[src/dvr_pkg.sv]
// Shared constants for the divider rate feedback network and its controller.
package dvr_pkg;
    localparam int         DIGITS         = 6;
    localparam int         DW             = 4;
    localparam int         FW             = 5;
    localparam logic [2:0] FETCH_FIRST    = 3'h0;
    localparam logic [2:0] FETCH_BORROW   = 3'h5;
    localparam logic [2:0] FETCH_CFG      = 3'h6;
    localparam logic [3:0] UNIT_LAST      = 4'h9;
    localparam logic [3:0] DECADE_LAST    = 4'h9;
    localparam logic [4:0] BASE_DEC       = 5'h0A;
    localparam logic [4:0] M_MAX          = 5'h10;
    localparam logic [3:0] SLAVE_A2       = 4'hB;
    localparam logic [3:0] SLAVE_B2       = 4'hA;
    localparam int         HALF_EN_BIT    = 0;
    localparam int         HALF_OFS_BIT   = 1;
    localparam logic [4:0] M_RESET        = 5'h01;
    // Controller register byte offsets on Wishbone.
    localparam logic [7:0] REG_CTRL       = 8'h00;
    localparam logic [7:0] REG_DIGIT_A    = 8'h04;
    localparam logic [7:0] REG_DIGIT_B    = 8'h08;
    localparam logic [7:0] REG_CFG        = 8'h0C;
    localparam logic [7:0] REG_STATUS     = 8'h10;
    localparam int         CTRL_START     = 0;
    localparam int         CTRL_RATE      = 1;
    localparam int         CTRL_BORROW    = 2;
    localparam logic [7:0] FETCH_GAP      = 8'h04;
endpackage

[src/dvr_link_if.sv]
// Link between the divider feedback network and its programming controller.
`timescale 1ns/1ns
interface dvr_link_if;
    logic       load;
    logic [2:0] period;
    logic [3:0] data_a;
    logic [3:0] data_b;
    logic       borrow_si;
    logic       rate_chain_input_n;
    logic       feedback_out_fast_n;
    logic       feedback_out_mid_n;
    logic       feedback_out_slow_or_borrow_n;
    logic       prescaler_sync_output_n;

    modport dev (
        input  load, period, data_a, data_b, borrow_si, rate_chain_input_n,
        output feedback_out_fast_n, feedback_out_mid_n,
               feedback_out_slow_or_borrow_n, prescaler_sync_output_n
    );
    modport ctl (
        output load, period, data_a, data_b, borrow_si, rate_chain_input_n,
        input  feedback_out_fast_n, feedback_out_mid_n,
               feedback_out_slow_or_borrow_n, prescaler_sync_output_n
    );
endinterface

[src/dvr_rate_sel.sv]
// One rate selector: active in n of its timer states, passes through in the last.
`timescale 1ns/1ns
module dvr_rate_sel #(
    parameter int W = 4
) (
    // Timing state and programmed digit.
    input  wire logic [W-1:0] state_i,
    input  wire logic [W-1:0] digit_i,
    input  wire logic [W-1:0] last_i,
    // Lower selector output forwarded in the idle state.
    input  wire logic         pass_i,
    output logic              active_o
);
    // The digit never reaches the last state, so that state is always idle.
    assign active_o = (state_i < digit_i) || ((state_i == last_i) && pass_i);
endmodule

[src/dvr_device_end.sv]
// Rate selector feedback network, prescaler sync and output stage of the divider.
// Summary of operation
// - Feedback pulse stretches counter ratio by one
// - Decade counter gives ten timing periods
// - Selector with digit n active n of ten
// - First upper selector passes fraction selector when idle
// - Fraction selector passes half-channel selector once
// - Half-channel selector forwards rate input per mode
// - Unused rate input held high outside
// - First three upper selectors drive low feedback outputs
// - Feedback outputs routed by prescaler frequency order
// - Sync output low in last input period
// - Earlier prescaler sync is active-low OR outside
// - Slave mode decoded from programmed digit pattern
// - Slave acts as two lower programmable stages
// - Slave third feedback carries subtractor borrow
// - Serial borrow input sampled in fetch period zero
// - Borrow input tied to next slave or low
// - Cascaded dividers programmed in significance order
// - Rate input and slow output chained to slave
// - Slow output gives evenly spaced low pulses
// - Fast output at M times H slow rate
// - Borrow input high means borrow
// - Config bit zero enables half channel, one offsets
`timescale 1ns/1ns
module dvr_device_end
    import dvr_pkg::*;
(
    // Clock and reset.
    input  wire logic clk_i,
    input  wire logic rst_i,
    // Link to controller and prescalers.
    dvr_link_if.dev   link,
    // Divider outputs.
    output logic      fast_output_n_o,
    output logic      slow_output_n_o,
    output logic      slave_mode_o
);
    logic [DW-1:0] raw_a_r [DIGITS];
    logic [DW-1:0] raw_b_r [DIGITS];
    logic [DW-1:0] digit_r [DIGITS];
    logic          borrow_r;
    logic [FW-1:0] m_r;
    logic [1:0]    half_cfg_r;

    logic          bin;
    logic          neg;
    logic [FW-1:0] base;
    logic [FW-1:0] diff;
    logic          slave;

    logic [DW-1:0] unit_cnt_r;
    logic          stretch_r;
    logic [FW-1:0] frac_cnt_r;
    logic          half_cnt_r;
    logic [DW-1:0] dec_cnt_r;
    logic [DW-1:0] ms_cnt_r;
    logic          ms_stretch_r;

    logic [DW-1:0] unit_end;
    logic          base_tick;
    logic          frac_wrap;
    logic          dec_step;
    logic          dec_wrap;
    logic [DW-1:0] ms_digit;
    logic [DW-1:0] ms_end;
    logic          half_en;
    logic          rsh_act;
    logic          rs0_act;
    logic [4:1]    rs_act;
    logic [FW-1:0] frac_last;

    // Digit subtractor: one BCD digit per fetch period, borrow ripples forward.
    always_comb begin
        bin  = (link.period == FETCH_FIRST) ? link.borrow_si : borrow_r;
        base = (link.period == FETCH_FIRST) ? m_r : BASE_DEC;
        neg  = ({1'b0, link.data_a} < ({1'b0, link.data_b} + {4'h0, bin}));
        diff = {1'b0, link.data_a} + (neg ? base : 5'h00)
               - {1'b0, link.data_b} - {4'h0, bin};
    end

    always_ff @(posedge clk_i) begin
        if (rst_i) begin
            for (int i = 0; i < DIGITS; i++) begin
                raw_a_r[i] <= 4'h0;
                raw_b_r[i] <= 4'h0;
                digit_r[i] <= 4'h0;
            end
            borrow_r <= 1'b0;
        end else if (link.load && (link.period < FETCH_CFG)) begin
            raw_a_r[link.period] <= link.data_a;
            raw_b_r[link.period] <= link.data_b;
            digit_r[link.period] <= diff[DW-1:0];
            borrow_r             <= neg;
        end
    end

    // Configuration period: M (zero code means sixteen) and half-channel mode.
    always_ff @(posedge clk_i) begin
        if (rst_i) begin
            m_r        <= M_RESET;
            half_cfg_r <= 2'h0;
        end else if (link.load && (link.period == FETCH_CFG)) begin
            m_r        <= (link.data_a == 4'h0) ? M_MAX : {1'b0, link.data_a};
            half_cfg_r <= link.data_b[1:0];
        end
    end

    assign slave = (raw_a_r[2] == SLAVE_A2) && (raw_b_r[2] == SLAVE_B2)
                   && (raw_a_r[3] == 4'h0) && (raw_a_r[4] == 4'h0)
                   && (raw_b_r[3] == 4'h0) && (raw_b_r[4] == 4'h0)
                   && (raw_b_r[5] == 4'h0);

    assign half_en   = half_cfg_r[HALF_EN_BIT];
    assign frac_last = m_r - 5'h01;

    // The most significant counter takes the top non-zero digit; a slave has none.
    always_comb begin
        ms_digit = 4'h1;
        if (!slave) begin
            for (int k = 2; k < DIGITS; k++) begin
                if (digit_r[k] != 4'h0) begin
                    ms_digit = digit_r[k];
                end
            end
        end
    end

    assign unit_end  = UNIT_LAST + {3'h0, stretch_r};
    assign base_tick = (unit_cnt_r == unit_end);
    // A smaller M loaded mid-count must not leave the counter running past its end.
    assign frac_wrap = base_tick && (frac_cnt_r >= frac_last);
    assign dec_step  = frac_wrap && (!half_en || half_cnt_r);
    assign dec_wrap  = dec_step && (dec_cnt_r == DECADE_LAST);
    assign ms_end    = ms_digit - 4'h1 + {3'h0, ms_stretch_r};

    // Half-channel selector forwards the active-low rate input.
    assign rsh_act = !link.rate_chain_input_n
                     && (!half_en || (half_cnt_r == half_cfg_r[HALF_OFS_BIT]));

    dvr_rate_sel #(.W(FW)) u_fraction_rate_selector (
        .state_i  (frac_cnt_r),
        .digit_i  ({1'b0, digit_r[0]}),
        .last_i   (frac_last),
        .pass_i   (rsh_act),
        .active_o (rs0_act)
    );

    // Upper selectors share the decade state; only the first one chains down.
    for (genvar g = 1; g <= 4; g++) begin : g_upper
        dvr_rate_sel #(.W(DW)) u_upper_rate_selector (
            .state_i  (dec_cnt_r),
            .digit_i  (slave && (g > 2) ? 4'h0 : digit_r[g]),
            .last_i   (DECADE_LAST),
            .pass_i   ((g == 1) ? rs0_act : 1'b0),
            .active_o (rs_act[g])
        );
    end

    // Unit counter, side-stepped by the first upper selector.
    always_ff @(posedge clk_i) begin
        if (rst_i) begin
            unit_cnt_r <= 4'h0;
            stretch_r  <= 1'b0;
        end else if (base_tick) begin
            unit_cnt_r <= 4'h0;
            stretch_r  <= rs_act[1];
        end else begin
            unit_cnt_r <= unit_cnt_r + 4'h1;
        end
    end

    always_ff @(posedge clk_i) begin
        if (rst_i) begin
            frac_cnt_r <= 5'h00;
        end else if (frac_wrap) begin
            frac_cnt_r <= 5'h00;
        end else if (base_tick) begin
            frac_cnt_r <= frac_cnt_r + 5'h01;
        end
    end

    always_ff @(posedge clk_i) begin
        if (rst_i) begin
            half_cnt_r <= 1'b0;
        end else if (frac_wrap && half_en) begin
            half_cnt_r <= !half_cnt_r;
        end
    end

    always_ff @(posedge clk_i) begin
        if (rst_i) begin
            dec_cnt_r <= 4'h0;
        end else if (dec_wrap) begin
            dec_cnt_r <= 4'h0;
        end else if (dec_step) begin
            dec_cnt_r <= dec_cnt_r + 4'h1;
        end
    end

    // Most significant counter, side-stepped by the top selector.
    always_ff @(posedge clk_i) begin
        if (rst_i) begin
            ms_cnt_r     <= 4'h0;
            ms_stretch_r <= 1'b0;
        end else if (dec_wrap) begin
            if (ms_cnt_r >= ms_end) begin
                ms_cnt_r     <= 4'h0;
                ms_stretch_r <= rs_act[4];
            end else begin
                ms_cnt_r <= ms_cnt_r + 4'h1;
            end
        end
    end

    // Registered link outputs, active low except the slave-mode borrow, which is high for a borrow.
    always_ff @(posedge clk_i) begin
        if (rst_i) begin
            link.feedback_out_fast_n          <= 1'b1;
            link.feedback_out_mid_n           <= 1'b1;
            link.feedback_out_slow_or_borrow_n <= 1'b1;
            link.prescaler_sync_output_n      <= 1'b1;
        end else begin
            link.feedback_out_fast_n <= !rs_act[1];
            link.feedback_out_mid_n  <= !rs_act[2];
            link.feedback_out_slow_or_borrow_n <= slave ? borrow_r : !rs_act[3];
            link.prescaler_sync_output_n <= !(base_tick ? 1'b0
                                            : (unit_cnt_r + 4'h1 == unit_end));
        end
    end

    // Fast output every basic period; slow output every M*H periods.
    always_ff @(posedge clk_i) begin
        if (rst_i) begin
            fast_output_n_o <= 1'b1;
            slow_output_n_o <= 1'b1;
            slave_mode_o    <= 1'b0;
        end else begin
            fast_output_n_o <= !base_tick;
            slow_output_n_o <= !dec_step;
            slave_mode_o    <= slave;
        end
    end
endmodule

[src/flat_wrapper.sv]
// flat-port wrapper written by rule: the top's interface ports become plain ports
module dvr_device_end_flat import dvr_pkg::*;
  (clk_i, rst_i, fast_output_n_o, slow_output_n_o, slave_mode_o, link_load, link_period, link_data_a, link_data_b, link_borrow_si, link_rate_chain_input_n, link_feedback_out_fast_n, link_feedback_out_mid_n, link_feedback_out_slow_or_borrow_n, link_prescaler_sync_output_n);
  dvr_link_if link_i ();
  input  wire logic clk_i;
  input  wire logic rst_i;
  output logic fast_output_n_o;
  output logic slow_output_n_o;
  output logic slave_mode_o;
  input wire logic [$bits(link_i.load)-1:0] link_load;
  input wire logic [$bits(link_i.period)-1:0] link_period;
  input wire logic [$bits(link_i.data_a)-1:0] link_data_a;
  input wire logic [$bits(link_i.data_b)-1:0] link_data_b;
  input wire logic [$bits(link_i.borrow_si)-1:0] link_borrow_si;
  input wire logic [$bits(link_i.rate_chain_input_n)-1:0] link_rate_chain_input_n;
  output wire logic [$bits(link_i.feedback_out_fast_n)-1:0] link_feedback_out_fast_n;
  output wire logic [$bits(link_i.feedback_out_mid_n)-1:0] link_feedback_out_mid_n;
  output wire logic [$bits(link_i.feedback_out_slow_or_borrow_n)-1:0] link_feedback_out_slow_or_borrow_n;
  output wire logic [$bits(link_i.prescaler_sync_output_n)-1:0] link_prescaler_sync_output_n;
  assign link_i.load = link_load;
  assign link_i.period = link_period;
  assign link_i.data_a = link_data_a;
  assign link_i.data_b = link_data_b;
  assign link_i.borrow_si = link_borrow_si;
  assign link_i.rate_chain_input_n = link_rate_chain_input_n;
  assign link_feedback_out_fast_n = link_i.feedback_out_fast_n;
  assign link_feedback_out_mid_n = link_i.feedback_out_mid_n;
  assign link_feedback_out_slow_or_borrow_n = link_i.feedback_out_slow_or_borrow_n;
  assign link_prescaler_sync_output_n = link_i.prescaler_sync_output_n;
  dvr_device_end u_core (.clk_i(clk_i), .rst_i(rst_i), .link(link_i), .fast_output_n_o(fast_output_n_o), .slow_output_n_o(slow_output_n_o), .slave_mode_o(slave_mode_o));
endmodule
[config.mk]
export PLATFORM = sky130hd
export DESIGN_NAME = dvr_device_end_flat
export DESIGN_NICKNAME = d
export VERILOG_FILES = /design/src/dvr_pkg.sv /design/src/dvr_link_if.sv /design/src/dvr_rate_sel.sv /design/src/dvr_device_end.sv /design/src/flat_wrapper.sv
export SDC_FILE = /design/constraint.sdc
export NUM_CORES = 1
export LEC_CHECK = 0
export ABC_AREA = 1
export BUFFER_PORTS_ARGS = -buffer_cell sky130_fd_sc_hd__buf_2
export CAP_MARGIN = 10
export CORE_MARGIN = 4
export CORE_UTILIZATION = 40
export DETAILED_ROUTE_END_ITERATION = 8
export PLACE_DENSITY_LB_ADDON = 0.2
export SLEW_MARGIN = 20
export SYNTH_ARGS = -nofsm -noshare
export SYNTH_HDL_FRONTEND = slang
export SYNTH_SLANG_ARGS = --single-unit
[constraint.sdc]
create_clock -name clk_i -period 7.3 [get_ports clk_i]
set_clock_uncertainty 0.1 [all_clocks]
set_input_delay 0.73 -clock clk_i [delete_from_list [all_inputs] [get_ports clk_i]]
set_output_delay 0.73 -clock clk_i [all_outputs]
set_load 0.02 [all_outputs]
==> flow_summary.json, run 1 <==
{
  "synth_top_area_share": 0.329,
  "intPower_mw": 0.692,
  "ant_nets": 0,
  "r2r_end": "u_core.digit_r[2][2]",
  "synth_warnings": 0,
  "hold_viol": 0,
  "core_area_mm2": 0.00977,
  "holdPathStages": 2,
  "ys_types": 39,
  "synth_edf_count": 44,
  "routed_wl_mm": 8.74,
  "fin_tns_setup_ns": 0,
  "cts.sinks": 74,
  "area_delta_synth_final_pct": 11.9,
  "cts_tree": "yes",
  "wl_per_cell_um": 14.1,
  "overflow": 0,
  "holdCritStartpoint": "u_core.m_r[4]",
  "grt_pass1_vias": 3013,
  "cp_common_cell": "nand2_1",
  "relSlewSlack": 0.620,
  "synth_seq_area_share": 0.479,
  "holdPathEnd": "u_core.m_r[4]",
  "synth_common_cells": "nand2_1 (84), nor2_1 (71), inv_1 (61), edfxtp_1 (44), ha_1 (32)",
  "power.density_mw_per_mm2": 210,
  "cpPeakStageDelay_ns": 0.55,
  "pin_count": 23,
  "cts_buffers": 9,
  "portBuffers": 22,
  "p_clk_frac": 0.371,
  "cts_buffer_depth": 2,
  "critPathLaunch": "link_period[1]",
  "hpwl_mm": 6.74,
  "worstPathRequired_ns": 7.27,
  "gp_congestion": 0.866,
  "floorplan.die_area_mm2": 0.0117,
  "routed_via_density": 4.90,
  "reg2reg_slack_ns": 2.97,
  "postSynthAreaPerCell_um2": 8.86,
  "clk_latency_ns": 0.34,
  "drtIter0Drc": 138,
  "syn_inst": 453,
  "grt_start_max_net_pins": 19,
  "period_share": 0.698,
  "cp-end-kind": "register",
  "cp_max_fo": 6,
  "start_kind": "primary input",
  "syn-cell-area_mm2": 0.00401,
  "drive_above_1_share": 0.121,
  "fin_crit_ns": 5.09,
  "max-cap-violations": 0,
  "hold-worst-slack_ns": 0.395,
  "drcViolationCount": 0,
  "initial_core_util": 0.411,
  "n_antenna_cell": 0,
  "num_vias": 3031,
  "yosys.area.top_type": "edfxtp_1",
  "yosys.cell_count.top_type": "nand2_1",
  "drv_slew": 0,
  "tightest_slew_ns": 0.564,
  "leakagePower_nw": 1.91,
  "p_seq_frac": 0.501,
  "cts-root-buf": "clkbuf_8",
  "max_freq_mhz": 196,
  "grt_pass1_wl_mm": 14.7,
  "post-cts-setup-buffers": 0,
  "ir_drop_uv": 92.9,
  "hold_class": "register to register",
  "die_w_um": 108,
  "nets": 533,
  "path_cells": "buf_2 -> nor3_2 -> inv_1 -> o21ai_0 -> ha_1 -> ha_1 -> xnor2_1 -> ha_1 -> nand2_1 -> nand2_1 -> nand2_1 -> nand3_1 -> nand2_1 -> nand3_1 -> fa_1 -> fa_1 -> nor2_1 -> fa_1 -> xor2_1 -> nand2_1 -> nor2_1",
  "track_usage": 0.161,
  "path_class": "primary input to register",
  "r2r_start": "u_core.borrow_r",
  "rows": 36,
  "pwr-share-comb": 0.128,
  "synth_fp_nets": 505,
  "power_switching_mw": 0.250,
  "drt-pass1-iter-count": 5,
  "worst-r2r-cell-count": 19,
  "netlist_top_cells_area": "edfxtp_1 (33%), dfxtp_1 (15%), ha_1 (10%), nand2_1 (7.9%), nor2_1 (6.6%)",
  "synth-seq-cells": 74,
  "async_flop_share": 0,
  "setup_viol": 0,
  "htree_levels": 3,
  "antenna_found_initial": 0,
  "holdBufCountCts": 0,
  "path_clk_slew_ns": 0.08,
  "synth-main-ff-cell": "edfxtp_1",
  "cts_resized": 0,
  "outcome": "complete, no violations",
  "cpMaxStageDelayCell": "fa_1",
  "rsz0062_at_grt": "false",
  "switching_share": 0.266,
  "die_y_um": 108,
  "cp.arrival_ns": 5.06
}
## area by class of cell
type	instances	area, µm²
clock buffer	13	204
clock inverter	3	21.3
fill	978	5280
inverter	69	259
multi-input combinational	305	1810
sequential	74	1920
tap	133	166
timing repair buffer	22	110
## how the worst max path moves through the flow
stage                                       to  slack, ns  depth (start not counted)
after global placement    u_core.digit_r[0][1]       2.10                         20
after floorplan           u_core.digit_r[1][2]       2.54                         20
final                     u_core.digit_r[2][2]       2.21                         21
after global routing      u_core.digit_r[3][3]       1.90                         25
after detailed placement  u_core.digit_r[2][2]       1.90                         21
after CTS                 u_core.digit_r[2][2]       2.26                         21
## cell families after synthesis
| kind of cell | Yosys count | synth area share |
|---|---|---|
| xor+xnor | 13 | 0.0284 |
| compound gates | 43 | 0.0639 |
| simple gates | 213 | 0.238 |
| flops | 74 | 0.479 |
| buf+inv | 74 | 0.0708 |
| fa+ha+maj | 36 | 0.120 |
## power groups by stage
stage	Sequential, mW	Combinational, mW	Clock (mW)
after detailed placement	0.482	0.121	0
final	0.472	0.121	0.350
after floorplan	0.480	0.0862	0
after global placement	0.481	0.117	0
after global routing	0.474	0.140	0.374
after CTS	0.472	0.122	0.355
## metrics by stage
step           worst slack, ns  instance area [µm²]  power, mW   util  std cells
6_report                  2.21                 4490      0.942  0.459        619
5_1_grt                   1.90                 4490      0.988  0.459        619
4_1_cts                   2.26                 4490      0.948  0.459        619
3_5_place_dp              1.90                 4270      0.602  0.436        603
3_3_place_gp              2.10                 4270      0.599  0.436        603
2_1_floorplan             2.54                 4010      0.566      -        453
## sequential cells by signal (all words and copies together) (netlist names)
register,cells
u_core.borrow_r,1
u_core.dec_cnt_r,4
u_core.digit_r,16
u_core.fast_output_n_o,1
u_core.frac_cnt_r,5
u_core.half_cfg_r,2
u_core.half_cnt_r,1
u_core.link.feedback_out_fast_n,1
u_core.link.feedback_out_mid_n,1
u_core.link.feedback_out_slow_or_borrow_n,1
u_core.link.prescaler_sync_output_n,1
u_core.m_r,5
u_core.raw_a_r,12
u_core.raw_b_r,16
u_core.slave_mode_o,1
u_core.slow_output_n_o,1
u_core.stretch_r,1
u_core.unit_cnt_r,4
## cell usage in the layout (no fill, tap or decap), types with 4 or more instances in the layout
cell / count
nand3_1: 22
nand4_1: 7
ha_1: 32
a21oi_1: 18
o21ai_0: 12
edfxtp_1: 44
inv_1: 61
buf_2: 22
nor2_1: 71
fa_1: 4
clkbuf_8: 9
xor2_1: 8
inv_2: 8
dfxtp_1: 30
nand2_1: 84
xnor2_1: 5
nor4_1: 12
## critical path: cells and delay by family
kind	cells	cell delay [ns]
adders and majority gates	6	2.15
xor gates and xnor gates	2	0.30
and+or+nand+nor	10	1.19
AOI/OAI and AO/OA	1	0.44
buffers and inverters	2	0.26
## metal layers
metal	global-route usage	share of wire
met1	0.220	0.49
met2	0.269	0.47
met3	0.0328	0.037
met4	0.0298	0.0046
met5	0	0
No activity file was read; power rests on OpenSTA's default activity.
==> inputs of run 2 (changes only) <==
Clock period 7.3 ns to 5 ns, I/O delays scaled along.
==> flow_summary.json, run 2 (same netlist as run 1, synthesis figures left out) <==
{
  "cts-root-buf": "clkbuf_8",
  "relSlewSlack": 0.581,
  "cts_buffer_depth": 2,
  "instances_no_fill": 622,
  "max_freq_mhz": 233,
  "worstPathRequired_ns": 4.99,
  "fin_crit_ns": 4.29,
  "num_vias": 3020,
  "power.density_mw_per_mm2": 302,
  "setup_slack_ns": 0.712,
  "cts.sinks": 74,
  "die_y_um": 108,
  "post-cts-setup-buffers": 0,
  "overflow": 0,
  "cts_tree": "yes",
  "track_usage": 0.157,
  "grt_pass1_vias": 3007,
  "period_share": 0.858,
  "cp-end-kind": "register",
  "n_antenna_cell": 0,
  "initial_core_util": 0.411,
  "drive_above_1_share": 0.127,
  "tightest_slew_ns": 0.623,
  "routed_wl_mm": 8.62,
  "cp.arrival_ns": 4.28,
  "drtIter0Drc": 194,
  "hold_viol": 0,
  "grt_pass1_wl_mm": 14.3,
  "cp_max_fo": 5,
  "holdBufCountCts": 0,
  "ant_nets": 0,
  "post-place-ws_ns": 0.334,
  "drt-pass1-iter-count": 4,
  "nets": 536,
  "final.fill_count": 946,
  "rsz0062_at_grt": "false",
  "path_class": "primary input to register",
  "area_delta_synth_final_pct": 12.0,
  "wl_per_cell_um": 13.9,
  "pin_count": 23,
  "die_w_um": 108,
  "start_kind": "primary input",
  "final_cell_mix": "nand2_1 (84), nor2_1 (71), inv_1 (61), edfxtp_1 (44), ha_1 (32)",
  "leakagePower_nw": 1.90,
  "grt_start_max_net_pins": 19,
  "max-cap-violations": 0,
  "path_clk_slew_ns": 0.07,
  "ir_drop_uv": 155,
  "final_common_cell": "nand2_1",
  "routed_via_density": 4.86,
  "rows": 36,
  "dp_cells": 606,
  "hold_class": "primary input to register",
  "final_area_mm2": 0.00449,
  "antenna_found_initial": 0,
  "drcViolationCount": 0,
  "core_area_mm2": 0.00977,
  "portBuffers": 22,
  "outcome": "complete, no violations",
  "cts_buffers": 9,
  "cts_resized": 0,
  "gp_congestion": 0.818,
  "setup_viol": 0,
  "hpwl_mm": 6.70,
  "htree_levels": 3,
  "floorplan.die_area_mm2": 0.0117,
  "place_area_mm2": 0.00429,
  "top_regs": "u_core.digit_r (16), u_core.raw_b_r (16), u_core.raw_a_r (12)",
  "drv_slew": 0,
  "clk_latency_ns": 0.35,
  "fin_tns_setup_ns": 0
}
## run 2: worst paths after layout
check	from	end	slack (ns)	depth (start not counted)
max	link_period[1]	u_core.digit_r[3][2]	0.71	21
min	link_data_a[0]	u_core.m_r[0]	0.40	3
max reg2reg	u_core.borrow_r	u_core.digit_r[3][2]	0.94	19
min reg2reg	u_core.m_r[4]	u_core.m_r[4]	0.40	2
## run 2: metrics by stage
| step | util | power [mW] | hold WS, ns |
|---|---|---|---|
| 2_1_floorplan | - | 0.827 | 0.357 |
| 3_3_place_gp | 0.439 | 0.878 | 0.379 |
| 3_5_place_dp | 0.439 | 0.885 | 0.387 |
| 4_1_cts | 0.460 | 1.37 | 0.380 |
| 5_1_grt | 0.460 | 1.42 | 0.445 |
| 6_report | 0.460 | 1.36 | 0.395 |
## run 2: area by class of cell
type                       count  area (µm²)  share of cell area
inverter                      69         259              0.0576
clock buffer                   9         124              0.0276
tap                          133         166              0.0370
sequential                    74        1920               0.428
timing repair buffer          25         133              0.0295
multi-input combinational    305        1810               0.402
clock inverter                 7        82.6              0.0184
## run 2: metal layers
| layer | up-vias | track usage | part of all wire |
|---|---|---|---|
| met5 | - | 0 | 0 |
| met4 | 0 | 0.0442 | 0.015 |
| met3 | 10 | 0.0316 | 0.044 |
| met2 | 60 | 0.264 | 0.47 |
| met1 | 1396 | 0.207 | 0.47 |
| li1 | 1554 | - | - |
## run 2: power by group
part | total, mW | switching, mW | internal [mW]
sequential | 0.690 | 0.0149 | 0.675
combinational | 0.180 | 0.117 | 0.0633
clock | 0.488 | 0.249 | 0.239
total | 1.36 | 0.381 | 0.977
## run 2: critical path: stages
cell and delay [ns]:
buf_2 0.13, nor3_2 0.21, inv_1 0.11, o21ai_0 0.23
ha_1 0.24, ha_1 0.20, xnor2_1 0.13, ha_1 0.26
nand2_1 0.07, nand2_1 0.07, nand2_1 0.06, nand3_1 0.07
nand2_1 0.08, nand3_1 0.09, fa_1 0.50, fa_1 0.54
nor2_1 0.06, fa_1 0.38, xor2_1 0.17, nand2_1 0.12
nor2_1 0.06
